### config.mk
export PLATFORM = sky130hd
export DESIGN_NAME = iof_frame_emitter
export DESIGN_NICKNAME = d
export VERILOG_FILES = /design/src/include/iof_pkg.sv /design/src/verilog/iof_byte_buffer.sv /design/src/verilog/iof_payload_store.sv /design/src/verilog/iof_frame_emitter.sv
export SDC_FILE = /design/constraint.sdc
export NUM_CORES = 2
export LEC_CHECK = 0
export BUFFER_PORTS_ARGS = -buffer_cell sky130_fd_sc_hd__buf_4
export CAP_MARGIN = 20
export CORE_MARGIN = 3
export CORE_UTILIZATION = 55
export CTS_CLUSTER_DIAMETER = 120
export DETAILED_ROUTE_END_ITERATION = 7
export GPL_TIMING_DRIVEN = 0
export MAX_ROUTING_LAYER = met4
export PLACE_DENSITY = 0.72
export SYNTH_ARGS = -nofsm -noshare
export SYNTH_HDL_FRONTEND = slang
export SYNTH_SLANG_ARGS = --single-unit
### constraint.sdc
create_clock -name sys_clk -period 44.1 [get_ports sys_clk]
set_input_delay 8.82 -clock sys_clk [delete_from_list [all_inputs] [get_ports sys_clk]]
set_output_delay 8.82 -clock sys_clk [all_outputs]
set_load 0.02 [all_outputs]
### src/include/iof_pkg.sv
// Constants and types shared by the I/O sample frame emitter
package iof_pkg;
  // Host framing bytes and frame types
  localparam logic [7:0] DELIM      = 8'h7E;
  localparam logic [7:0] TYPE_LONG  = 8'h82;
  localparam logic [7:0] TYPE_SHORT = 8'h83;
  localparam logic [7:0] CHK_BASE   = 8'hFF;
  localparam logic [7:0] ADDR_LEN_LONG  = 8'h08;
  localparam logic [7:0] ADDR_LEN_SHORT = 8'h02;

  // Byte offsets, counted from 1 at the start delimiter
  localparam logic [7:0] OFF_DELIM      = 8'h01;
  localparam logic [7:0] OFF_LEN_HI     = 8'h02;
  localparam logic [7:0] OFF_LEN_LO     = 8'h03;
  localparam logic [7:0] OFF_TYPE       = 8'h04;
  localparam logic [7:0] OFF_ADDR       = 8'h05;
  localparam logic [7:0] OFF_RSSI_LONG  = 8'h0D;
  localparam logic [7:0] OFF_OPT_LONG   = 8'h0E;
  localparam logic [7:0] OFF_DATA_LONG  = 8'h0F;
  localparam logic [7:0] OFF_RSSI_SHORT = 8'h07;
  localparam logic [7:0] OFF_OPT_SHORT  = 8'h08;
  localparam logic [7:0] OFF_DATA_SHORT = 8'h09;

  // Options byte fields
  localparam int OPT_ADDR_BCAST_BIT = 1;
  localparam int OPT_PAN_BCAST_BIT  = 2;

  // Payload limits and channel indicator layout
  localparam int         MAX_DATA      = 100;
  localparam logic [7:0] IND_BYTES     = 8'h02;
  localparam int         IND_RSVD_BITS = 3;
  localparam int         ANALOG_BITS   = 4;
  localparam int         DIGITAL_BITS  = 9;
  localparam int         BUF_DEPTH     = 2;

  // Register map on the plain register port
  localparam logic [7:0] REG_CTRL     = 8'h00;
  localparam logic [7:0] REG_STATUS   = 8'h04;
  localparam logic [7:0] REG_FRAMES   = 8'h08;
  localparam int         CTRL_EN_BIT  = 0;
  localparam logic       CTRL_EN_RESET = 1'b1;
  localparam int         STAT_BUSY_BIT = 0;
  localparam int         STAT_OVF_BIT  = 1;

  // One received I/O sample as presented by the receive path
  typedef struct packed {
    logic                    long_addr;
    logic [63:0]             src_addr;
    logic signed [7:0]       rssi_dbm;
    logic                    bcast_addr;
    logic                    bcast_pan;
    logic [ANALOG_BITS-1:0]  analog_channel_flags;
    logic [DIGITAL_BITS-1:0] digital_channel_flags;
  } iof_sample_t;

  // Framer sequence
  typedef enum logic [2:0] {
    ST_IDLE = 3'b001,
    ST_LOAD = 3'b010,
    ST_EMIT = 3'b100
  } iof_fsm_t;
endpackage

### src/verilog/iof_byte_buffer.sv
// Small valid/ready FIFO in front of the UART byte sink
`timescale 1ns/1ps
module iof_byte_buffer #(
  parameter int WIDTH = 8,
  parameter int DEPTH = 2
) (
  input  wire logic             sys_clk,
  input  wire logic             rst,
  input  wire logic             in_valid,
  output logic                  in_ready,
  input  wire logic [WIDTH-1:0] in_data,
  output logic                  out_valid,
  input  wire logic             out_ready,
  output logic [WIDTH-1:0]      out_data
);
  localparam int PW = (DEPTH > 1) ? $clog2(DEPTH) : 1;
  localparam int CW = $clog2(DEPTH + 1);

  typedef struct packed {
    logic [DEPTH-1:0][WIDTH-1:0] mem;
    logic [PW-1:0]               rptr;
    logic [PW-1:0]               wptr;
    logic [CW-1:0]               count;
  } iof_buf_st_t;

  iof_buf_st_t s_q;
  iof_buf_st_t s_d;
  logic        push;
  logic        pop;

  // Honest flags straight from the occupancy count
  assign in_ready  = (s_q.count != CW'(DEPTH));
  assign out_valid = (s_q.count != '0);
  assign out_data  = s_q.mem[s_q.rptr];
  assign push      = in_valid && in_ready;
  assign pop       = out_valid && out_ready;

  // Pointer wrap is explicit so depths other than powers of two work
  always_comb begin
    s_d = s_q;
    if (push) begin
      s_d.mem[s_q.wptr] = in_data;
      s_d.wptr = (s_q.wptr == PW'(DEPTH - 1)) ? '0 : PW'(s_q.wptr + 1'b1);
    end
    if (pop) begin
      s_d.rptr = (s_q.rptr == PW'(DEPTH - 1)) ? '0 : PW'(s_q.rptr + 1'b1);
    end
    if (push && !pop) begin
      s_d.count = CW'(s_q.count + 1'b1);
    end else if (pop && !push) begin
      s_d.count = CW'(s_q.count - 1'b1);
    end
  end

  always_ff @(posedge sys_clk or posedge rst) begin
    if (rst) begin
      s_q <= '0;
    end else begin
      s_q <= s_d;
    end
  end
endmodule // iof_byte_buffer

### src/verilog/iof_payload_store.sv
// Holds the sample bytes of one frame until its length is known
`timescale 1ns/1ps
module iof_payload_store #(
  parameter int DEPTH = 100
) (
  input  wire logic       sys_clk,
  input  wire logic       rst,
  input  wire logic       clear,
  input  wire logic       wr_en,
  input  wire logic [7:0] wr_data,
  input  wire logic [7:0] rd_addr,
  output logic [7:0]      rd_data
);
  typedef struct packed {
    logic [DEPTH-1:0][7:0] mem;
    logic [7:0]            wptr;
  } iof_store_st_t;

  iof_store_st_t s_q;
  iof_store_st_t s_d;

  // Out-of-range reads give zero rather than a stale byte
  assign rd_data = (rd_addr < 8'(DEPTH)) ? s_q.mem[rd_addr] : 8'h00;

  // Writes beyond depth are refused; the framer also stops at the limit
  always_comb begin
    s_d = s_q;
    if (clear) begin
      s_d.wptr = 8'h00;
    end else if (wr_en && (s_q.wptr < 8'(DEPTH))) begin
      s_d.mem[s_q.wptr] = wr_data;
      s_d.wptr = 8'(s_q.wptr + 8'h01);
    end
  end

  always_ff @(posedge sys_clk or posedge rst) begin
    if (rst) begin
      s_q <= '0;
    end else begin
      s_q <= s_d;
    end
  end
endmodule // iof_payload_store

### src/verilog/iof_frame_emitter.sv
// Builds host frames that report a received remote I/O sample
`timescale 1ns/1ps
// Functional notes
// Long-address sample uses frame type 0x82
// Long frame: address 5-12, strength 13, options 14
// Strength byte is magnitude of negative dBm
// Options bit1 address broadcast, bit2 network broadcast
// Sample payload at most one hundred bytes
// Indicator: 3 reserved, 4 analog, 9 digital
// Short-address sample uses frame type 0x83
// Short frame: address 5-6, strength 7, options 8
// Wrap with delimiter, length and checksum
// Host picks parser and address width by type
module iof_frame_emitter (
  input  wire logic                sys_clk,
  input  wire logic                rst,
  input  wire logic                hdr_valid,
  output logic                     hdr_ready,
  input  wire iof_pkg::iof_sample_t hdr,
  input  wire logic                pl_valid,
  output logic                     pl_ready,
  input  wire logic [7:0]          pl_data,
  input  wire logic                pl_last,
  output logic                     out_valid,
  input  wire logic                out_ready,
  output logic [7:0]               out_data,
  input  wire logic [7:0]          reg_addr,
  input  wire logic [31:0]         reg_wdata,
  input  wire logic                reg_wr,
  input  wire logic                reg_rd,
  output logic [31:0]              reg_rdata,
  output logic                     busy
);
  // Stream bytes left after the two indicator bytes
  localparam logic [7:0] MAX_STREAM = 8'(iof_pkg::MAX_DATA) - iof_pkg::IND_BYTES;

  typedef struct packed {
    iof_pkg::iof_fsm_t    fsm;
    iof_pkg::iof_sample_t smp;
    logic [7:0]           rssi;
    logic [7:0]           n;
    logic [7:0]           off;
    logic [7:0]           sum;
    logic                 en;
    logic                 ovf;
    logic [31:0]          frames;
    logic [31:0]          rdata;
  } iof_main_st_t;

  iof_main_st_t s_q;
  iof_main_st_t s_d;
  logic         st_clear;
  logic         st_wr;
  logic [7:0]   st_rd_addr;
  logic [7:0]   st_rd_data;
  logic         buf_valid;
  logic         buf_ready;
  logic [7:0]   cur_byte;

  // Magnitude of a negative dBm level; a positive level cannot occur and reads as zero
  function automatic logic [7:0] rssi_mag(input logic signed [7:0] dbm);
    rssi_mag = (dbm < 0) ? 8'(-dbm) : 8'h00;
  endfunction

  function automatic logic [7:0] addr_len(input logic long_addr);
    addr_len = long_addr ? iof_pkg::ADDR_LEN_LONG : iof_pkg::ADDR_LEN_SHORT;
  endfunction

  function automatic logic [7:0] rssi_off(input logic long_addr);
    rssi_off = long_addr ? iof_pkg::OFF_RSSI_LONG : iof_pkg::OFF_RSSI_SHORT;
  endfunction

  function automatic logic [7:0] opt_off(input logic long_addr);
    opt_off = long_addr ? iof_pkg::OFF_OPT_LONG : iof_pkg::OFF_OPT_SHORT;
  endfunction

  function automatic logic [7:0] data_off(input logic long_addr);
    data_off = long_addr ? iof_pkg::OFF_DATA_LONG : iof_pkg::OFF_DATA_SHORT;
  endfunction

  // Offset of the checksum byte, which closes the frame
  function automatic logic [7:0] chk_off(input logic long_addr, input logic [7:0] n);
    chk_off = 8'(data_off(long_addr) + iof_pkg::IND_BYTES + n);
  endfunction

  // Byte count from the type byte through the last payload byte
  function automatic logic [7:0] body_len(input logic long_addr, input logic [7:0] n);
    body_len = 8'(chk_off(long_addr, n) - iof_pkg::OFF_TYPE);
  endfunction

  // Selects the frame byte that belongs at a given offset
  function automatic logic [7:0] frame_byte(
    input logic [7:0]           off,
    input iof_pkg::iof_sample_t smp,
    input logic [7:0]           rssi,
    input logic [7:0]           n,
    input logic [7:0]           sum,
    input logic [7:0]           pl_byte
  );
    logic [7:0]  k;
    logic [63:0] addr;
    logic [15:0] ind;
    k    = 8'h00;
    addr = smp.long_addr ? smp.src_addr : {48'h0, smp.src_addr[15:0]};
    // Reserved bits first, then analog 3..0, then digital 8..0
    ind  = {{iof_pkg::IND_RSVD_BITS{1'b0}}, smp.analog_channel_flags,
            smp.digital_channel_flags};
    if (off == iof_pkg::OFF_DELIM) begin
      frame_byte = iof_pkg::DELIM;
    end else if (off == iof_pkg::OFF_LEN_HI) begin
      frame_byte = 8'h00;
    end else if (off == iof_pkg::OFF_LEN_LO) begin
      frame_byte = body_len(smp.long_addr, n);
    end else if (off == iof_pkg::OFF_TYPE) begin
      frame_byte = smp.long_addr ? iof_pkg::TYPE_LONG : iof_pkg::TYPE_SHORT;
    end else if (off < rssi_off(smp.long_addr)) begin
      // Most significant address byte goes out first
      k = 8'(addr_len(smp.long_addr) - 8'h01 - (off - iof_pkg::OFF_ADDR));
      frame_byte = addr[{k[2:0], 3'b000} +: 8];
    end else if (off == rssi_off(smp.long_addr)) begin
      frame_byte = rssi;
    end else if (off == opt_off(smp.long_addr)) begin
      frame_byte = 8'h00;
      frame_byte[iof_pkg::OPT_ADDR_BCAST_BIT] = smp.bcast_addr;
      frame_byte[iof_pkg::OPT_PAN_BCAST_BIT]  = smp.bcast_pan;
    end else if (off == data_off(smp.long_addr)) begin
      frame_byte = ind[15:8];
    end else if (off == 8'(data_off(smp.long_addr) + 8'h01)) begin
      frame_byte = ind[7:0];
    end else if (off < chk_off(smp.long_addr, n)) begin
      frame_byte = pl_byte;
    end else begin
      frame_byte = 8'(iof_pkg::CHK_BASE - sum);
    end
  endfunction

  // Payload read address follows the emit offset
  assign st_rd_addr = 8'(s_q.off - data_off(s_q.smp.long_addr) - iof_pkg::IND_BYTES);
  assign cur_byte   = frame_byte(s_q.off, s_q.smp, s_q.rssi, s_q.n, s_q.sum, st_rd_data);
  assign buf_valid  = (s_q.fsm == iof_pkg::ST_EMIT);
  assign reg_rdata  = s_q.rdata;
  assign busy       = (s_q.fsm != iof_pkg::ST_IDLE);

  // Sequencer, register file and checksum accumulation
  always_comb begin
    s_d       = s_q;
    hdr_ready = 1'b0;
    pl_ready  = 1'b0;
    st_clear  = 1'b0;
    st_wr     = 1'b0;
    s_d.rdata = 32'h0000_0000;
    // Register writes come first so a hardware overflow below wins over the clear
    if (reg_wr) begin
      case (reg_addr)
        iof_pkg::REG_CTRL: s_d.en = reg_wdata[iof_pkg::CTRL_EN_BIT];
        iof_pkg::REG_STATUS: begin
          if (reg_wdata[iof_pkg::STAT_OVF_BIT]) begin
            s_d.ovf = 1'b0;
          end
        end
        default: ;
      endcase
    end
    if (reg_rd) begin
      case (reg_addr)
        iof_pkg::REG_CTRL: s_d.rdata[iof_pkg::CTRL_EN_BIT] = s_q.en;
        iof_pkg::REG_STATUS: begin
          s_d.rdata[iof_pkg::STAT_BUSY_BIT] = busy;
          s_d.rdata[iof_pkg::STAT_OVF_BIT]  = s_q.ovf;
        end
        iof_pkg::REG_FRAMES: s_d.rdata = s_q.frames;
        default: s_d.rdata = 32'h0000_0000;
      endcase
    end
    case (s_q.fsm)
      iof_pkg::ST_IDLE: begin
        // Disabling only stops new samples; a frame in flight completes
        hdr_ready = s_q.en;
        if (hdr_valid && s_q.en) begin
          s_d.smp  = hdr;
          s_d.rssi = rssi_mag(hdr.rssi_dbm);
          s_d.n    = 8'h00;
          st_clear = 1'b1;
          s_d.fsm  = iof_pkg::ST_LOAD;
        end
      end
      iof_pkg::ST_LOAD: begin
        pl_ready = 1'b1;
        if (pl_valid) begin
          // Bytes past the limit are dropped so the host buffer never overruns
          if (s_q.n < MAX_STREAM) begin
            st_wr = 1'b1;
            s_d.n = 8'(s_q.n + 8'h01);
          end else begin
            s_d.ovf = 1'b1;
          end
          if (pl_last) begin
            s_d.fsm = iof_pkg::ST_EMIT;
            s_d.off = iof_pkg::OFF_DELIM;
            s_d.sum = 8'h00;
          end
        end
      end
      iof_pkg::ST_EMIT: begin
        if (buf_ready) begin
          // Sum covers the type byte through the last payload byte
          if (s_q.off >= iof_pkg::OFF_TYPE && s_q.off < chk_off(s_q.smp.long_addr, s_q.n)) begin
            s_d.sum = 8'(s_q.sum + cur_byte);
          end
          s_d.off = 8'(s_q.off + 8'h01);
          if (s_q.off == chk_off(s_q.smp.long_addr, s_q.n)) begin
            s_d.fsm    = iof_pkg::ST_IDLE;
            s_d.frames = 32'(s_q.frames + 32'h0000_0001);
          end
        end
      end
      default: s_d.fsm = iof_pkg::ST_IDLE;
    endcase
  end

  always_ff @(posedge sys_clk or posedge rst) begin
    if (rst) begin
      s_q     <= '0;
      s_q.fsm <= iof_pkg::ST_IDLE;
      s_q.en  <= iof_pkg::CTRL_EN_RESET;
    end else begin
      s_q <= s_d;
    end
  end

  // Sample bytes wait here until the length field can be sent
  iof_payload_store #(
    .DEPTH (iof_pkg::MAX_DATA)
  ) u_store (
    .sys_clk (sys_clk),
    .rst     (rst),
    .clear   (st_clear),
    .wr_en   (st_wr),
    .wr_data (pl_data),
    .rd_addr (st_rd_addr),
    .rd_data (st_rd_data)
  );

  // A receiver stall holds the sequencer, so no byte is lost
  iof_byte_buffer #(
    .WIDTH (8),
    .DEPTH (iof_pkg::BUF_DEPTH)
  ) u_buf (
    .sys_clk   (sys_clk),
    .rst       (rst),
    .in_valid  (buf_valid),
    .in_ready  (buf_ready),
    .in_data   (cur_byte),
    .out_valid (out_valid),
    .out_ready (out_ready),
    .out_data  (out_data)
  );
endmodule // iof_frame_emitter

==> metrics.md <==
| Metric | Value |
|---|---|
| Vias in the first global route | `around 32k` |
| Synth area leader | `dfrtp_1` |
| Setup Crit Path Kind | `input pin to flop` |
| Sw Pwr | `about 0.85 mW` |
| Crit path time final | `11.30 ns` |
| Layout cells sized above 1 | `0.400` |
| Root buf cell | `clkbuf_16` |
| CTS Buf Count | `about 110` |
| #FFs+latches synth | `around 1.0k` |
| Ports | `between 150 and 200` |
| Worst-path clk slew | `0.06 ns` |
| Unrepaired setup endpoints after global routing | `no` |
| Number of synthesized flops with an enable pin | `0` |
| Stages on the worst setup path | `7` |
| Port bufs | `~150` |
| Synthesized cell area | `between 40000 and 50000 um2` |
| FFs w/ async S/R, synth | `1.00` |
| Skew final | `roughly 0.065 ns` |
| Antenna Cells | `0` |
| Max-cap violations | `0` |
| Main flop type after synthesis | `dfrtp_1` |
| # H-tree levels | `3` |
| Vias per cell | `roughly 6.3` |
| CTS Buffer Depth | `3` |
| Commonest cells in the netlist | `dfrtp_1 (1007), mux2_2 (813), nand2_1 (426)` |
| CP Capture Type | `flop` |
| CP delay by family, top | `simple AND/OR/NAND/NOR gates` |
| Max IR drop VDD | `0.0337 mV` |
| Post-CTS Setup Bufs | `0` |
| Post-Syn Nets | `3676` |
| # resized after CTS | `0` |
| CTS tree | `done` |
| Syn avg cell area | `around 14 um2` |
| Reg power frac | `0.382` |
| GRT overflow | `0` |
| Die Ht | `between 300 and 400 um` |
| Initial antenna violation count | `3` |
| DRC violations left | `0` |
| Tightest Pin Transition | `about 1.3 ns` |
| Ys Warns | `0` |
| Int Power | `1.70 mW` |
| Clock latency on the worst-skew pair | `around 0.71 ns` |
| Cell Pwr Density | `between 40 and 50 nW/um2` |
| Placed insts | `4800` |
| First-pass GRT wire length | `roughly 210000 um` |
| Fin. max-slew vios | `0` |
| Cell Rows | `107` |
| Final-report setup violation count | `0` |
| CP bufs+invs | `2` |
| DRT Pass-1 Iters | `6` |
| Die Area | `about 91000 um2` |
| Hold path depth | `2` |
| Hold_buf cts | `0` |
| Slowest CP cell | `nor2_1` |
| Fmax | `around 90 MHz` |
| Largest net degree at the start of global routing | `129` |
| Die width | `301 um` |
| Worst endpoint data arrival time | `around 12 ns` |
| Hold/Removal Path Class | `flop to flop` |
| Combinational Power Share | `0.255` |
| R2R setup slack | `34.81 ns` |
| Initial Util | `0.558` |
| Status | `complete, no violations` |
| Synth top area share | `0.527` |
| Worst setup SP type | `input pin` |
| Worst Path Required | `~45 ns` |
| Area Overhead vs Synth | `13.9%` |
| Via count | `roughly 32k` |
| Post-synth cell types | `just over 80` |
| Critical Path Fanout Max | `9` |
| Drt wl/cell | `around 29 um` |
| Most common cell in the netlist | `dfrtp_1` |
| Hold Vio Cnt, Final | `0` |
| Crit-path cells | `buf_4, and3_1, nand3b_1, clkbuf_1, nor2_1, nand2_1, mux2_2` |
| Mapped Cells | `3488` |
| Synth area leaders | `dfrtp_1 (53%), mux2_2 (19%), mux4_2 (11%), nand2_1 (3.3%), clkbuf_1 (1.1%)` |
| Pleak | `about 27 nW` |
| Non-filler cells, final | `between 4k and 5k` |
| GRT Total Usage | `0.329` |
| Net Sw Frac | `0.334` |
| CTS sink cnt | `1009` |
| Slowest Stage Delay on Critical Path | `between 0.9 and 1 ns` |
| Nets | `between 3k and 4k` |
| Core outline area | `~86000 um2` |
| Hpwl dp | `between 100000 and 150000 um` |
| Final Cycle Share | `0.256` |
| Power Total | `between 2 and 3 mW` |
| 1st-iter DRT viols | `3292` |
| Clock Power Share | `0.363` |
| RePlAce Congestion | `0.973` |
| Register area share after synthesis | `0.528` |
| Routed Antenna Nets | `0` |
| Reg2Reg Depth | `27` |
| Post-Route WL | `about 140000 um` |
| Worst slew margin | `0.144` |
## power groups by stage
stage / Combinational, mW / Clock [mW] / Sequential, mW
CTS: 0.618 / 0.930 / 0.973
detailed placement: 0.616 / 0 / 0.990
floorplan: 0.333 / 0 / 0.986
global route: 0.658 / 0.968 / 0.976
finish: 0.649 / 0.924 / 0.974
global placement: 0.591 / 0 / 0.992
## layout make-up
class / instances / area, um2
clock inverter: 29 / 428
sequential: 1009 / 25300
multi-input combinational: 2200 / 21300
clock buffer: 162 / 3180
fill: 6442 / 31200
timing repair buffer: 174 / 1590
tap: 1144 / 1430
inverter: 33 / 131
buffer: 246 / 1200
## stage by stage
step	setup slack [ns]	setup TNS, ns	utilization	area (um2)	hold WS (ns)
floorplan	6.89	0	-	47800	0.438
global placement	-4.16	-4028.95	0.588	50400	0.454
detailed placement	32.42	0	0.593	50800	0.462
CTS	33.00	0	0.635	54400	0.477
global route	32.85	0	0.636	54500	0.488
finish	32.80	0	0.636	54500	0.473
## cells in the final DEF, fill, tap and decap left out, types with 10 or more instances in the layout
| cell | instances |
|---|---|
| nand4_1 | 16 |
| clkinv_2 | 13 |
| buf_8 | 13 |
| a21o_1 | 10 |
| nand2_1 | 426 |
| buf_4 | 194 |
| nand2b_1 | 10 |
| clkbuf_16 | 105 |
| buf_1 | 15 |
| o22ai_1 | 12 |
| nor2b_1 | 16 |
| mux4_2 | 237 |
| a211oi_1 | 11 |
| mux2i_1 | 54 |
| a31oi_1 | 10 |
| nor2_2 | 34 |
| nor3_1 | 18 |
| nor3b_1 | 11 |
| buf_2 | 33 |
| ha_1 | 40 |
| buf_6 | 11 |
| nand3_1 | 55 |
| clkbuf_1 | 168 |
| clkbuf_8 | 34 |
| mux2_2 | 813 |
| dfrtp_1 | 1007 |
| inv_1 | 30 |
| and2_1 | 39 |
| xor2_1 | 32 |
| a21oi_1 | 39 |
| and3_1 | 17 |
| o21ai_0 | 55 |
| xnor2_1 | 36 |
| nor2_1 | 82 |
## path summary, 6_finish.rpt
check / startpoint / endpoint
worst max-delay path: pl_valid / u_store.s_q[216]
worst min-delay path: s_q[162] / s_q[162]
worst max register to register: s_q[74] / s_q[73]
worst min register to register: s_q[162] / s_q[162]
max in group asynchronous: rst / u_store.s_q[630]
min in group asynchronous: rst / s_q[39]
## kinds of logic after synthesis
logic type | Yosys count | share of synthesized area
adder cells (fa/ha/maj) | 45 | 0.0123
XOR/XNOR | 72 | 0.0138
AO/OA/AOI/OAI | 213 | 0.0303
buffers and inverters | 279 | 0.0276
flip-flops | 1009 | 0.528
multiplexers | 1110 | 0.316
AND/OR/NAND/NOR | 760 | 0.0724
## tightest hold or removal path, stage by stage, from the launching register on
cell,delay [ns]
dfrtp_1,0.34
nand2_1,0.05
nand2_1,0.05
## state kept, by name (all words and copies together), names as in the netlist
register	count
u_store.s_q	808
s_q	149
u_buf.s_q	20
reg_rdata	32
## metal layers
metal,global-route usage,part of all wire,up-vias
met5,-,0,-
met4,0.139,0.050,0
met3,0.0656,0.087,368
met2,0.489,0.46,1469
met1,0.446,0.41,16600
li1,-,-,13200
Power figures use the tool's default switching activity.
